`src/core/cfgwdt_pkg.sv`:
```
// Package of constants and types for the configuration bank and watchdog
// Overview of operation
// RULE1 - Switchover bit 7 of clock options byte enables two-speed start-up
// RULE2 - Bit 6 of clock options byte enables the fail-safe clock monitor
// RULE3 - Control select 00 uses oscillator type if default bit set, else internal RC
// RULE4 - Oscillator type: 11 ext+PLL+clkout, 10 ext+clkout, 01 crystal+PLL, 00 crystal
// RULE5 - Four-bit postscale field picks divide ratio two to the field value
// RULE6 - Wait bit 1 disables external bus wait states, 0 enables them
// RULE7 - Width bit 1 selects 16-bit external data bus, 0 selects 8-bit
// RULE8 - Bus field: 11 disabled, 10 12-bit, 01 16-bit, 00 20-bit addresses
// RULE9 - Address shift bit 1 offsets external addresses to zero, else PC value
// RULE10 - Capture routing bit picks port E 6..3 when 1, port H 7..4 when 0
// RULE11 - Capture 2 bit 1 uses port C1, else port E7 or B3 in extended mode
// RULE12 - Implemented bits readable, write-once, read 1 unprogrammed; others read 0
// RULE13 - Eleven-bit read-only part identifier split across both identity registers
// RULE14 - Low five bits of identity register 1 hold the silicon revision
// RULE15 - Watchdog runs from internal RC; enabling watchdog enables the oscillator
// RULE16 - Four millisecond base period feeds 16-bit postscaler selected by field
// RULE17 - Sleep, clear instruction or clock failure clear counter and postscaler
// RULE18 - Watchdog control bit 0 read/write, resets to 0, turns watchdog on/off
// RULE19 - Software enable has no effect while configuration enable is set
// RULE20 - Configuration enable forces watchdog on; otherwise software enable governs
// RULE21 - Configuration bits set to 1 on power-on reset, kept on other resets
// RULE22 - Once programmed in a power cycle, further writes to a bit are ignored
// RULE23 - Postscaler reaching selected count without clear raises a reset request
// RULE24 - Options absent on small package read as 1 and have no effect
package cfgwdt_pkg;
  // Register offsets within the configuration and control space
  localparam logic [21:0] CFGWDT_OFF_WDT_EN_CFG = 22'h30_0000;
  localparam logic [21:0] CFGWDT_OFF_CLOCK = 22'h30_0002;
  localparam logic [21:0] CFGWDT_OFF_POSTSCALE = 22'h30_0003;
  localparam logic [21:0] CFGWDT_OFF_EXT_BUS = 22'h30_0004;
  localparam logic [21:0] CFGWDT_OFF_ROUTING = 22'h30_0005;
  localparam logic [21:0] CFGWDT_OFF_ID_LOW = 22'h3F_FFFE;
  localparam logic [21:0] CFGWDT_OFF_ID_HIGH = 22'h3F_FFFF;
  localparam logic [21:0] CFGWDT_OFF_WDT_CTRL = 22'h00_0FD1;
  localparam logic [21:0] CFGWDT_OFF_RESET_CAUSE = 22'h00_0FD0;
  // Implemented bit masks for each configuration byte
  localparam logic [7:0] CFGWDT_MASK_WDT_EN_CFG = 8'h01;
  localparam logic [7:0] CFGWDT_MASK_CLOCK = 8'hC7;
  localparam logic [7:0] CFGWDT_MASK_POSTSCALE = 8'h0F;
  localparam logic [7:0] CFGWDT_MASK_EXT_BUS = 8'hF8;
  localparam logic [7:0] CFGWDT_MASK_ROUTING = 8'h03;
  // Bits present only on the larger package
  localparam logic [7:0] CFGWDT_LARGE_EXT_BUS = 8'hF8;
  localparam logic [7:0] CFGWDT_LARGE_ROUTING = 8'h02;
  // Field positions
  localparam int CFGWDT_BIT_WDT_EN = 0;
  localparam int CFGWDT_BIT_SWITCHOVER = 7;
  localparam int CFGWDT_BIT_MONITOR = 6;
  localparam int CFGWDT_BIT_DEFAULT_CLK = 2;
  localparam int CFGWDT_BIT_WAIT = 7;
  localparam int CFGWDT_BIT_WIDTH = 6;
  localparam int CFGWDT_BIT_ADDR_SHIFT = 3;
  localparam int CFGWDT_BIT_ENH_ROUTE = 1;
  localparam int CFGWDT_BIT_CAP2_ROUTE = 0;
  localparam int CFGWDT_BIT_SOFT_WDT = 0;
  localparam int CFGWDT_BIT_TIMEOUT_FLAG = 3;
  // Reset values
  localparam logic [7:0] CFGWDT_CFG_RESET = 8'hFF;
  localparam logic [7:0] CFGWDT_CTRL_RESET = 8'h00;
  // Timing: clock period and watchdog base period
  localparam int CFGWDT_CLK_PERIOD_NS = 50;
  localparam int CFGWDT_BASE_PERIOD_US = 4000;
  localparam int CFGWDT_BASE_CYCLES = (CFGWDT_BASE_PERIOD_US * 1000) / CFGWDT_CLK_PERIOD_NS;
  localparam int CFGWDT_POST_W = 16;

  // Oscillator type encodings
  typedef enum logic [1:0] {
    CFGWDT_OSC_CRYSTAL = 2'b00,
    CFGWDT_OSC_CRYSTAL_PLL = 2'b01,
    CFGWDT_OSC_EXT_CLKOUT = 2'b10,
    CFGWDT_OSC_EXT_PLL_CLKOUT = 2'b11
  } cfgwdt_osc_t;

  // Memory bus configurations
  typedef enum logic [1:0] {
    CFGWDT_BUS_ADDR20 = 2'b00,
    CFGWDT_BUS_ADDR16 = 2'b01,
    CFGWDT_BUS_ADDR12 = 2'b10,
    CFGWDT_BUS_OFF = 2'b11
  } cfgwdt_bus_t;

  // Watchdog states
  typedef enum logic [1:0] {
    CFGWDT_ST_OFF = 2'b01,
    CFGWDT_ST_RUN = 2'b10
  } cfgwdt_state_t;

  // Decoded clock options
  typedef struct packed {
    logic startup_switchover_en;
    logic clock_monitor_en;
    logic use_internal_rc;
    logic ext_clock_mode;
    logic crystal_mode;
    logic pll_sw_ctrl;
    logic clock_output;
  } cfgwdt_clock_t;

  // Decoded external bus and routing options
  typedef struct packed {
    logic wait_states_en;
    logic ext_bus_16bit;
    logic ext_bus_enabled;
    logic [4:0] ext_addr_bits;
    logic address_shift_en;
    logic enh_capture_on_port_e;
    logic capture2_on_port_c;
    logic capture2_on_port_b;
  } cfgwdt_bus_cfg_t;

  // Register port request
  typedef struct packed {
    logic [21:0] addr;
    logic [7:0] wdata;
    logic wr;
    logic rd;
  } cfgwdt_req_t;
endpackage

```
`src/core/cfgwdt_top.sv`:
```
// Configuration byte bank and watchdog timer
module cfgwdt_top
  import cfgwdt_pkg::*;
#(
  parameter int BASE_CYCLES = CFGWDT_BASE_CYCLES,
  parameter bit LARGE_PACKAGE = 1'b1,
  parameter logic [10:0] PART_ID = 11'h2A5, // Arbitrary value
  parameter logic [4:0] REVISION = 5'h03 // Arbitrary value
)
(
  // Clock and resets
  input wire logic clk,
  input wire logic sys_rst,
  input wire logic por_rst,
  // Register port
  input wire cfgwdt_req_t req,
  output logic [7:0] rdata,
  // Core events
  input wire logic sleep_instr,
  input wire logic watchdog_clear_instr,
  input wire logic clock_fail,
  input wire logic ext_mode_active,
  // Decoded configuration
  output cfgwdt_clock_t clock_cfg,
  output cfgwdt_bus_cfg_t bus_cfg,
  output logic [3:0] watchdog_postscale,
  // Watchdog status
  output logic internal_rc_osc_en,
  output logic watchdog_active,
  output logic watchdog_reset_req
);

  localparam logic [7:0] CLK_MASK = CFGWDT_MASK_CLOCK;
  localparam logic [7:0] BUS_AVAIL = LARGE_PACKAGE ? CFGWDT_MASK_EXT_BUS
                                                   : (CFGWDT_MASK_EXT_BUS & ~CFGWDT_LARGE_EXT_BUS);
  localparam logic [7:0] RTE_AVAIL = LARGE_PACKAGE ? CFGWDT_MASK_ROUTING
                                                   : (CFGWDT_MASK_ROUTING & ~CFGWDT_LARGE_ROUTING);
  localparam logic [7:0] BUS_FORCE = CFGWDT_MASK_EXT_BUS & ~BUS_AVAIL;
  localparam logic [7:0] RTE_FORCE = CFGWDT_MASK_ROUTING & ~RTE_AVAIL;
  localparam logic [31:0] BASE_LAST = 32'(BASE_CYCLES - 1);

  // Configuration bytes and their programmed marks
  logic [7:0] cfg_q [5];
  logic [7:0] done_q [5];
  logic [7:0] mask [5];
  logic [21:0] offs [5];
  logic [7:0] cfg_view [5];

  assign mask[0] = CFGWDT_MASK_WDT_EN_CFG;
  assign mask[1] = CLK_MASK;
  assign mask[2] = CFGWDT_MASK_POSTSCALE;
  assign mask[3] = BUS_AVAIL;
  assign mask[4] = RTE_AVAIL;
  assign offs[0] = CFGWDT_OFF_WDT_EN_CFG;
  assign offs[1] = CFGWDT_OFF_CLOCK;
  assign offs[2] = CFGWDT_OFF_POSTSCALE;
  assign offs[3] = CFGWDT_OFF_EXT_BUS;
  assign offs[4] = CFGWDT_OFF_ROUTING;

  // Write-once bytes, set to ones only by power-on reset
  for (genvar i = 0; i < 5; i++)
  begin : g_cfg
    always_ff @(posedge clk)
    begin
      if (por_rst)
      begin
        cfg_q[i] <= CFGWDT_CFG_RESET; // [RULE21]
        done_q[i] <= 8'h00;
      end
      else if (req.wr && req.addr == offs[i])
      begin
        // Only bits never written this power cycle take the new value
        cfg_q[i] <= (cfg_q[i] & (done_q[i] | ~mask[i])) | (req.wdata & mask[i] & ~done_q[i]); // [RULE22]
        done_q[i] <= done_q[i] | mask[i]; // [RULE12] [RULE22]
      end
    end
    // Unimplemented positions read 0, unavailable options read 1
    assign cfg_view[i] = (cfg_q[i] & mask[i]) | ((i == 3) ? BUS_FORCE : (i == 4) ? RTE_FORCE : 8'h00); // [RULE12] [RULE24]
  end

  // Software watchdog enable, cleared by any reset
  logic soft_watchdog_en_q;
  always_ff @(posedge clk)
  begin
    if (sys_rst || por_rst)
      soft_watchdog_en_q <= CFGWDT_CTRL_RESET[CFGWDT_BIT_SOFT_WDT]; // [RULE18]
    else if (req.wr && req.addr == CFGWDT_OFF_WDT_CTRL)
      soft_watchdog_en_q <= req.wdata[CFGWDT_BIT_SOFT_WDT]; // [RULE18]
  end

  // Effective enable: configuration bit overrides software
  logic cfg_watchdog_en;
  logic watchdog_en;
  assign cfg_watchdog_en = cfg_view[0][CFGWDT_BIT_WDT_EN];
  assign watchdog_en = cfg_watchdog_en | soft_watchdog_en_q; // [RULE19] [RULE20]
  assign watchdog_active = watchdog_en;
  assign internal_rc_osc_en = watchdog_en | clock_cfg.clock_monitor_en; // [RULE15]

  // Decode clock options
  logic [1:0] oscillator_type;
  assign oscillator_type = cfg_view[1][1:0];
  always_comb
  begin
    clock_cfg.startup_switchover_en = cfg_view[1][CFGWDT_BIT_SWITCHOVER]; // [RULE1]
    clock_cfg.clock_monitor_en = cfg_view[1][CFGWDT_BIT_MONITOR]; // [RULE2]
    clock_cfg.use_internal_rc = ~cfg_view[1][CFGWDT_BIT_DEFAULT_CLK]; // [RULE3]
    clock_cfg.ext_clock_mode = 1'b0;
    clock_cfg.crystal_mode = 1'b0;
    clock_cfg.pll_sw_ctrl = 1'b0;
    clock_cfg.clock_output = 1'b0;
    case (oscillator_type) // [RULE4]
      CFGWDT_OSC_EXT_PLL_CLKOUT:
      begin
        clock_cfg.ext_clock_mode = 1'b1;
        clock_cfg.pll_sw_ctrl = 1'b1;
        clock_cfg.clock_output = 1'b1;
      end
      CFGWDT_OSC_EXT_CLKOUT:
      begin
        clock_cfg.ext_clock_mode = 1'b1;
        clock_cfg.clock_output = 1'b1;
      end
      CFGWDT_OSC_CRYSTAL_PLL:
      begin
        clock_cfg.crystal_mode = 1'b1;
        clock_cfg.pll_sw_ctrl = 1'b1;
      end
      default:
        clock_cfg.crystal_mode = 1'b1;
    endcase
  end

  // Decode external bus and pin routing options
  logic [1:0] memory_bus_config;
  assign memory_bus_config = cfg_view[3][5:4];
  always_comb
  begin
    bus_cfg.wait_states_en = ~cfg_view[3][CFGWDT_BIT_WAIT]; // [RULE6]
    bus_cfg.ext_bus_16bit = cfg_view[3][CFGWDT_BIT_WIDTH]; // [RULE7]
    bus_cfg.address_shift_en = cfg_view[3][CFGWDT_BIT_ADDR_SHIFT]; // [RULE9]
    bus_cfg.enh_capture_on_port_e = cfg_view[4][CFGWDT_BIT_ENH_ROUTE]; // [RULE10]
    bus_cfg.capture2_on_port_c = cfg_view[4][CFGWDT_BIT_CAP2_ROUTE]; // [RULE11]
    bus_cfg.capture2_on_port_b = ~cfg_view[4][CFGWDT_BIT_CAP2_ROUTE] & ext_mode_active; // [RULE11]
    case (memory_bus_config) // [RULE8]
      CFGWDT_BUS_ADDR20:
      begin
        bus_cfg.ext_bus_enabled = 1'b1;
        bus_cfg.ext_addr_bits = 5'd20;
      end
      CFGWDT_BUS_ADDR16:
      begin
        bus_cfg.ext_bus_enabled = 1'b1;
        bus_cfg.ext_addr_bits = 5'd16;
      end
      CFGWDT_BUS_ADDR12:
      begin
        bus_cfg.ext_bus_enabled = 1'b1;
        bus_cfg.ext_addr_bits = 5'd12;
      end
      default:
      begin
        bus_cfg.ext_bus_enabled = 1'b0;
        bus_cfg.ext_addr_bits = 5'd0;
      end
    endcase
  end

  assign watchdog_postscale = cfg_view[2][3:0];

  // Watchdog state
  cfgwdt_state_t state_q;
  always_ff @(posedge clk)
  begin
    if (sys_rst || por_rst)
      state_q <= CFGWDT_ST_OFF;
    else
      case (state_q)
        CFGWDT_ST_OFF: if (watchdog_en) state_q <= CFGWDT_ST_RUN;
        CFGWDT_ST_RUN: if (!watchdog_en) state_q <= CFGWDT_ST_OFF;
        default: state_q <= CFGWDT_ST_OFF;
      endcase
  end

  logic wdt_clear;
  assign wdt_clear = sleep_instr | watchdog_clear_instr | clock_fail; // [RULE17]

  // Base period divider makes a one-cycle tick
  logic [31:0] base_q;
  logic base_tick;
  // Gated by the live enable as well, so no tick lands in the cycle after a disable
  assign base_tick = (state_q == CFGWDT_ST_RUN) && watchdog_en && (base_q == BASE_LAST); // [RULE16] [RULE20]
  always_ff @(posedge clk)
  begin
    if (sys_rst || por_rst || wdt_clear || state_q != CFGWDT_ST_RUN)
      base_q <= 32'h0000_0000; // [RULE17]
    else if (base_tick)
      base_q <= 32'h0000_0000;
    else
      base_q <= base_q + 32'h0000_0001;
  end

  // Postscaler and time-out selection
  logic [CFGWDT_POST_W-1:0] post_q;
  logic [CFGWDT_POST_W:0] post_next;
  logic timeout;
  assign post_next = {1'b0, post_q} + 17'h0_0001;
  // Selected stage carries out after 2**field ticks
  assign timeout = base_tick && (watchdog_postscale == 4'h0 ||
                   post_next[watchdog_postscale] && post_q[watchdog_postscale] == 1'b0 &&
                   (post_q & ((16'h0001 << watchdog_postscale) - 16'h0001)) ==
                   ((16'h0001 << watchdog_postscale) - 16'h0001)); // [RULE5] [RULE16]
  always_ff @(posedge clk)
  begin
    if (sys_rst || por_rst || wdt_clear || state_q != CFGWDT_ST_RUN || timeout)
      post_q <= 16'h0000; // [RULE17]
    else if (base_tick)
      post_q <= post_next[CFGWDT_POST_W-1:0];
  end

  // Reset request pulse and sticky time-out flag
  logic timeout_flag_q;
  always_ff @(posedge clk)
  begin
    if (sys_rst || por_rst)
      watchdog_reset_req <= 1'b0;
    else
      watchdog_reset_req <= timeout && !wdt_clear; // [RULE23]
  end
  always_ff @(posedge clk)
  begin
    if (por_rst)
      timeout_flag_q <= 1'b0;
    else if (watchdog_reset_req)
      timeout_flag_q <= 1'b1;
    else if (req.wr && req.addr == CFGWDT_OFF_RESET_CAUSE)
      timeout_flag_q <= req.wdata[CFGWDT_BIT_TIMEOUT_FLAG];
  end

  // Read data, one cycle after the strobe
  logic [7:0] rdata_d;
  always_comb
  begin
    rdata_d = 8'h00;
    for (int k = 0; k < 5; k++)
      if (req.addr == offs[k]) rdata_d = cfg_view[k]; // [RULE12]
    if (req.addr == CFGWDT_OFF_ID_LOW) rdata_d = {PART_ID[2:0], REVISION}; // [RULE13] [RULE14]
    if (req.addr == CFGWDT_OFF_ID_HIGH) rdata_d = PART_ID[10:3]; // [RULE13]
    if (req.addr == CFGWDT_OFF_WDT_CTRL) rdata_d = {7'h00, soft_watchdog_en_q}; // [RULE18]
    if (req.addr == CFGWDT_OFF_RESET_CAUSE) rdata_d = {4'h0, timeout_flag_q, 3'h0};
  end
  always_ff @(posedge clk)
  begin
    if (sys_rst || por_rst)
      rdata <= 8'h00;
    else if (req.rd)
      rdata <= rdata_d;
    else
      rdata <= 8'h00;
  end
endmodule

```
`config.mk`:
```
export PLATFORM = sky130hd
export DESIGN_NAME = cfgwdt_top
export DESIGN_NICKNAME = d
export VERILOG_FILES = /design/src/core/cfgwdt_pkg.sv /design/src/core/cfgwdt_top.sv
export SDC_FILE = /design/constraint.sdc
export NUM_CORES = 1
export LEC_CHECK = 0
export BUFFER_PORTS_ARGS = -buffer_cell sky130_fd_sc_hd__clkbuf_2
export CAP_MARGIN = 10
export CORE_ASPECT_RATIO = 0.6
export CORE_MARGIN = 1.5
export CORE_UTILIZATION = 55
export DETAILED_ROUTE_END_ITERATION = 16
export PLACE_DENSITY = 0.8
export SLEW_MARGIN = 10
export SYNTH_ARGS = -nofsm -noshare
export SYNTH_HDL_FRONTEND = slang
export SYNTH_SLANG_ARGS = --single-unit
```
`constraint.sdc`:
```
create_clock -name clk -period 5.27 [get_ports clk]
set_clock_uncertainty 0.1 [all_clocks]
set_input_delay 0.527 -clock clk [delete_from_list [all_inputs] [get_ports clk]]
set_output_delay 0.527 -clock clk [all_outputs]
set_load 0.005 [all_outputs]
```
==> results.md, run 1 <==
- The final worst slack is 1.12 ns.
- The average detailed-routed wire length per instance is roughly 16 µm.
- The H-tree level count is 3.
- Dividing the detail-routed via count by the number of cells gives 6.04.
- The measured slew at the worst slew-check pin is 0.986 ns.
- The synthesized cell area is approximately 0.0047 mm².
- The number of enable-type register cells in the synthesized netlist is 21.
- Summing internal, switching and leakage power gives 1.28 mW.
- The worst slack after detailed placement is between 1 and 1.5 ns.
- The data arrival at the endpoint of the critical path is about 4.3 ns.
- The post-synthesis instance total is ~560.
- Clock latency on the worst-skew pair, taken at its later pin, is about 0.33 ns.
- For this design, the sink count on the clock tree is 83.
- The floorplan step defined a die boundary enclosing approximately 0.009 mm².
- The CTS tree is done.
- The element type at the critical path start is a register.
- Static timing analysis puts the maximum clock frequency at around 240 MHz.
- The final critical path takes up around four fifths of the cycle.
- The worst-path maximum fanout is 19.
- The most used flip-flop cell after synthesis is sky130_fd_sc_hd__dfxtp_1.
- In this run the power density over the cells is 241 mW/mm².
- Once detailed placement completed, the half-perimeter wirelength came to approximately 8500 µm.
- Summed over all failing endpoints, the final setup total negative slack is 0 ns.
- The first routing iteration left between 300 and 400 violations.
- From synthesis to final layout, the design area changed by 12.0%.
- The total of warnings raised by yosys is 0.
- The path category of the worst min-delay check is primary input to register.
- The synthesized netlist devotes 10.9% of its cell area to compound gates.
- Entering global routing, the biggest net connects 33 pins.
- Setup repair after global routing left no endpoint under its margin.
- The top cell types in the final layout, fill and taps aside, are sky130_fd_sc_hd__clkbuf_2, sky130_fd_sc_hd__dfxtp_1, sky130_fd_sc_hd__nand2_1.
- The number of flip-flops and latches in the synthesized netlist is 83.
- The share of the core filled with cells is 65.5%.
- In the synthesized netlist the async set-or-reset flop fraction comes to 0%.
- Global routing finished with a remaining overflow of 0.
- Summing over every cut layer, the via total after detailed routing is between 4k and 5k.
- The number of antenna violations at the first check in global routing is 0.
- The total count of hold-check failures in the final report was 0.
- After Yosys synthesis, and, or, nand and nor cells account for 27.9% of the synthesized area.
- The flow ran to the end, and the final reports show no timing, DRC or antenna violations.
- The kind of critical path is register to register.
- The total number of placement rows is 25.
- The diode insertion count for antenna repair is 0.
- The clock-pin slew on the worst setup and hold paths is 0.06 ns.
- The max-slew headroom at the worst pin is around a third.
- Leaving out fill and tap cells, the most frequent cell in the layout is sky130_fd_sc_hd__clkbuf_2.
- The static power due to leakage is between 1.5 and 2 nW.
- The adder-cell share of the synthesized area is 0.793%.
- Across the run, the number of max-cap violations was 0.
- The count of nets left with antenna violations after detail routing is 0.
- The congestion estimate from routability-driven global placement came to about 0.85.
- The number of nets in the layout is 638.
- The initial standard-cell utilization of the core is between 50% and 60%.
- Data on the critical path is required at its endpoint by ~5.5 ns.
- The minimum clock period is between 4 and 5 ns.
- The capturing element type of the critical path is a register.
- The buffer depth of the longest clock path is 2.
- Gates resized during post-CTS repair numbered 0.
- The I/O pin total is 73.
- The number of placed cells counting well taps is 693.
- Hold repair after CTS inserted 0 buffers.
- The via count of the first global-routing pass is roughly 3.9k.
- The detailed-router iteration count before antenna repair is 6.
- The routed design has between 10000 and 15000 µm of wire.
- The fill cell total of the finished layout is around 700.
- The x dimension of the die is ~120 µm.
- The area share of xor/xnor cells in the synthesized design is 8.32%.
- The fraction of layout instances using a drive strength above 1 is between 10% and 20%.
- The setup-violating endpoint count in the final report is 0.
- The post-synthesis area per instance is 8.50 µm².
- The floorplan step defined a core boundary enclosing 0.00810 mm².
- Excluding fillers, the count of instances in the completed layout stands at 708.
- Post-CTS timing repair inserted 0 buffers for setup.
- The die is ~75 µm tall.
- The global-route wire length before repair is ~19000 µm.
- For this run, design rule violations remaining after detail routing come to 0.
- After synthesis, flip-flops and latches occupy between 30% and 40% of the total area.
- The cell at the root of the clock tree is sky130_fd_sc_hd__clkbuf_16.
- In this run, distinct cell masters in the synthesized netlist total 60.
- The count of buffers added on input and output ports is 70.
- Clock tree synthesis inserted a total of 9 buffers.
- The number of pins with negative max-slew slack in the final report is 0.
- VDD sags by at most about 0.22 mV.
- The global-route usage over all layers is between 20% and 30%.
- The combinational family with the most area after synthesis is simple AND/OR/NAND/NOR gates.
- Measured against the total synthesized area, the mux share comes to under 10%.
[report_power, final]
| group | leakage [nW] | internal (mW) | switching, mW |
|---|---|---|---|
| combinational | 1.06 | 0.0202 | 0.0244 |
| sequential | 0.659 | 0.655 | 0.00486 |
| clock | 0.130 | 0.332 | 0.243 |
[cell type report]
class | count | area (µm²) | share of cell area [%]
Multi-Input combinational cell | 410 | 2590 | 48.8
Timing Repair Buffer | 72 | 365 | 6.89
Inverter | 20 | 75.1 | 1.42
Sequential cell | 83 | 1870 | 35.3
Clock buffer | 12 | 246 | 4.65
Tap cell | 108 | 135 | 2.55
Clock inverter | 3 | 22.5 | 0.425
[logic make-up (layout without fill, tap and decap cells)]
logic type               Yosys count  in the layout
adder cells (fa/ha/maj)            3              3
buffers and inverters             65            107
AND/OR/NAND/NOR                  258            258
AO/OA/AOI/OAI                     75             75
other                              1              2
multiplexers                      27             27
flip-flops                        83             83
XOR/XNOR                          45             45
[worst paths after layout]
check	start	end	slack, ns	cells past startpoint
setup / recovery	cfg_q[2][2]	watchdog_reset_req	1.12	11
hold / removal	sys_rst	soft_watchdog_en_q	0.27	2
setup reg to reg	cfg_q[2][2]	watchdog_reset_req	1.12	11
hold reg to reg	watchdog_reset_req	timeout_flag_q	0.34	2
[flip-flops by register name, indices dropped and copies added (netlist names)]
| signal | count |
|---|---|
| base_q | 32 |
| cfg_q | 17 |
| done_q | 5 |
| post_q | 16 |
| rdata | 8 |
| soft_watchdog_en_q | 1 |
| state_q | 2 |
| timeout_flag_q | 1 |
| watchdog_reset_req | 1 |
[through the flow]
stage               instance area (µm²)  hold WS, ns
global placement                   5030        0.326
finish                             5300        0.270
CTS                                5300        0.263
detailed placement                 5030        0.338
global route                       5300        0.266
floorplan                          4740        0.313
[layer usage]
| layer | global-route usage (%) | vias up | share of wire, % |
|---|---|---|---|
| li1 | - | 2055 | - |
| met3 | 5.53 | 20 | 8.7 |
| met4 | 5.81 | 0 | 1.3 |
| met5 | 0 | - | 0 |
| met2 | 41.9 | 197 | 44 |
| met1 | 39.0 | 2003 | 46 |
[Yosys cell counts (7+ instances only)]
master / count / area, µm²
sky130_fd_sc_hd__nor4_1: 16 / 100
sky130_fd_sc_hd__nor3_1: 22 / 110
sky130_fd_sc_hd__nor3_2: 10 / 100
sky130_fd_sc_hd__nor2_1: 59 / 221
sky130_fd_sc_hd__buf_1: 7 / 26.3
sky130_fd_sc_hd__and3_1: 15 / 93.8
sky130_fd_sc_hd__xor2_1: 20 / 175
sky130_fd_sc_hd__or3_1: 9 / 56.3
sky130_fd_sc_hd__xnor2_1: 25 / 219
sky130_fd_sc_hd__nand4_1: 14 / 87.6
sky130_fd_sc_hd__edfxtp_1: 21 / 631
sky130_fd_sc_hd__o21ai_0: 10 / 50.1
sky130_fd_sc_hd__dfxtp_1: 62 / 1240
sky130_fd_sc_hd__a21oi_1: 22 / 110
sky130_fd_sc_hd__inv_1: 20 / 75.1
sky130_fd_sc_hd__nand2_1: 61 / 229
sky130_fd_sc_hd__clkbuf_1: 28 / 105
sky130_fd_sc_hd__mux2i_1: 22 / 220
sky130_fd_sc_hd__buf_4: 7 / 52.6
sky130_fd_sc_hd__nand3_1: 24 / 120
[worst max-delay path, stage by stage, from the launching register on]
cell,delay [ns]
sky130_fd_sc_hd__edfxtp_1,0.66
sky130_fd_sc_hd__nor4_2,0.45
sky130_fd_sc_hd__inv_1,0.16
sky130_fd_sc_hd__ha_1,0.32
sky130_fd_sc_hd__and2_1,0.18
sky130_fd_sc_hd__o21bai_1,0.14
sky130_fd_sc_hd__a21oi_1,0.07
sky130_fd_sc_hd__or4_1,0.40
sky130_fd_sc_hd__or4_1,0.53
sky130_fd_sc_hd__a211o_1,0.32
sky130_fd_sc_hd__a21boi_4,0.52
sky130_fd_sc_hd__and3_1,0.23
Note: power is estimated with default switching activity, not from simulation.
==> run 2, diff against run 1 <==
clock period = 3.9 ns   (was 5.27 ns; I/O delays follow)
==> run 2 against run 1 <==
Compared with the run above: power grew 49%; worst hold slack lost 0.13 ns; sequential cell count is the same; sequential power grew 35%; wire length grew 2.4%; largest cell class unchanged; die area is the same; final cell count grew 0.85%; via count shrank 1.1%; design area grew 2.6%.
==> results.md, run 2 (synthesis gave the netlist of run 1 again) <==
- The flow ran to the end, and the final reports show no timing, DRC or antenna violations.
- The total of hold buffers inserted after clock tree synthesis is 0.
- The worst register-to-register path has a setup slack of around 0.25 ns.
- The setup-violating endpoint count in the final report is 0.
- In this run the tool buffered the top-level ports with 70 buffer cells.
- The data arrival at the endpoint of the critical path is ~3.8 ns.
- The H-tree was split into 3 levels.
- The total count of hold-check failures in the final report is 0.
- Across the run, the number of max-cap violations was 0.
- The library cells used most frequently in the layout, excluding fill and tap cells, are sky130_fd_sc_hd__clkbuf_2, sky130_fd_sc_hd__dfxtp_1, sky130_fd_sc_hd__nand2_1.
- The number of antenna violations at the first check in global routing was 0.
- The buffer depth of the longest clock path is 2.
- The register with the most flip-flops in the layout has 32 of them.
- In the final layout, the registers with the most flip-flops are base_q (32), cfg_q (17), post_q (16).
- The minimum clock period is around 3.6 ns.
- The number of nets in the layout is between 600 and 700.
- The cell area after layout is roughly 0.0054 mm².
- The cell at the root of the clock tree is sky130_fd_sc_hd__clkbuf_16.
- The start point of the worst hold path is sys_rst.
- The share of the clock period used by the worst path is around 94%.
- The element type at the critical path start is a register.
- The detail route stage leaves a number of antenna-violating nets equal to 0.
- The post-synthesis to final-layout area growth is 14.9%.
- In the final routed layout, each cell accounts on average for 16.5 µm.
- Entering global routing, the biggest net connects 33 pins.
- The largest register by flop count is base_q.
- Detailed placement finished with a half-perimeter wire length of between 8000 and 9000 µm.
- Once the clock tree was built, the setup fixing pass inserted 0 buffers.
- TritonCTS built the clock tree.
- The count of routing violations after the opening detailed-route iteration is around 360.
- The area taken by multi-input logic gates is around 0.0026 mm².
- The reg-to-reg critical path endpoint is watchdog_reset_req.
- 0 antenna diodes ended up in the layout.
- The clock-pin slew on the worst setup and hold paths is around 0.06 ns.
- The highest clock rate is around 270 MHz.
- The I/O pin total is 73.
- The initial standard-cell utilization of the core is between 50 and 60%.
- The final routed wirelength across all metal layers is 11800 µm.
- The die covers 0.00919 mm².
- The static power due to leakage is 1.93 nW.
- The via count of the routed design is between 4k and 5k.
- The beginning of the worst register-to-register path is cfg_q[2][1].
- The floorplan step set the die width to around 120 µm.
- The clock latency reported for the late side of the worst-skew pair is 0.34 ns.
- The most common library cell in the layout ignoring fill and taps is sky130_fd_sc_hd__clkbuf_2.
- STA classifies the critical path endpoint as a register.
- Gates resized during post-CTS repair numbered 0.
- The number of cells on the worst reg-to-reg path is 12.
- For this run, design rule violations remaining after detail routing come to 0.
- The via count of the first global-routing pass came to around 4.0k.
- The total power divided by cell area is 351 mW/mm².
- The path with the worst hold slack has its endpoint at soft_watchdog_en_q.
- The number of vias per cell is a little under 6.
- For the final routed database, the setup TNS stands at 0 ns.
- The fraction of layout instances using a drive strength above 1 is around a fifth.
- In this run the worst path has a maximum fanout of 16.
- In this run, CTS created clock tree buffers numbering 9.
- The path class of the tightest hold or removal check is primary input to register.
- For the pin with the worst max-slew slack, the measured transition is about 1.1 ns.
- The max-slew headroom at the worst pin is ~27%.
- The number of pins with negative max-slew slack in the final report is 0.
- The core area is just over 0.008 mm².
- The total number of placement rows is 25.
- The number of clock sinks seen by CTS is 83.
- In the global route stage, overall resource usage came out at between 20 and 30%.
- The design draws ~1.9 mW.
- The fill cell total of the finished layout is approximately 660.
- The congestion estimate from routability-driven global placement came to 0.894.
- The first global-routing pass estimated roughly 20000 µm of wire.
- The remaining global-route overflow is 0.
- The sequential cells in the finished layout cover a total of 0.00187 mm².
- The vertical die dimension is around 75 µm.
- Setup repair after global routing left no endpoint under its margin.
- The placed cell area is roughly 0.0051 mm².
- Across the VDD grid, the largest voltage drop is about 0.34 mV.
- The number of stages on the worst hold path is 2.
- Data on the critical path is required at its endpoint by 4.08 ns.
- The first detailed-routing pass ran for 5 iterations.
- By startpoint and endpoint, the worst setup path is classified as register to register.
-- run 2: worst max-delay path by stage --
stage                            from                  to  cells after the start
after global routing      cfg_q[2][1]  watchdog_reset_req                     12
after floorplan           cfg_q[2][0]          post_q[11]                     13
after global placement    cfg_q[2][1]  watchdog_reset_req                     12
after detailed placement  cfg_q[2][1]  watchdog_reset_req                     12
final                     cfg_q[2][1]  watchdog_reset_req                     12
after CTS                 cfg_q[2][1]  watchdog_reset_req                     12
-- run 2: area by class of cell --
| class | count | area share [%] |
|---|---|---|
| flip-flops and latches | 83 | 34.4 |
| well taps | 108 | 2.48 |
| inverters | 20 | 1.38 |
| clock buffers | 12 | 5.31 |
| clock inverters | 4 | 1.08 |
| repair buffers | 77 | 7.63 |
| multi-input cells | 410 | 47.7 |
-- run 2: per-stage QoR --
step / std cells / hold WS (ns) / worst slack (ns) / utilization, %
after global routing: 714 / 0.129 / 0.0741 / 67.2
after global placement: 698 / 0.327 / 0.302 / 62.8
after floorplan: 558 / 0.313 / 0.240 / -
after detailed placement: 698 / 0.340 / 0.222 / 62.8
final: 714 / 0.138 / 0.250 / 67.2
after CTS: 714 / 0.129 / 0.203 / 67.1
-- run 2: report_power, final --
| group | leakage [nW] | switching (mW) | internal (mW) |
|---|---|---|---|
| clock | 0.172 | 0.356 | 0.600 |
| sequential | 0.659 | 0.00629 | 0.885 |
| combinational | 1.10 | 0.0329 | 0.0273 |
| total | 1.93 | 0.395 | 1.51 |
-- run 2: critical path, stage by stage, from the launching register on --
cell and delay [ns]:
sky130_fd_sc_hd__edfxtp_1 0.46, sky130_fd_sc_hd__nor4_4 0.40, sky130_fd_sc_hd__inv_1 0.15, sky130_fd_sc_hd__ha_1 0.32
sky130_fd_sc_hd__and2_1 0.19, sky130_fd_sc_hd__o21bai_1 0.15, sky130_fd_sc_hd__a21oi_1 0.08, sky130_fd_sc_hd__or4_1 0.39
sky130_fd_sc_hd__or4_1 0.51, sky130_fd_sc_hd__a211o_1 0.33, sky130_fd_sc_hd__a21boi_4 0.19, sky130_fd_sc_hd__buf_12 0.18
sky130_fd_sc_hd__and3_1 0.17
-- run 2: metal layers --
metal	wire length (µm)	up-vias	track usage, %
met5	0	-	0
met4	167	0	8.91
met3	800	15	6.36
met2	5140	148	42.2
met1	5660	2002	40.1
li1	-	2064	-
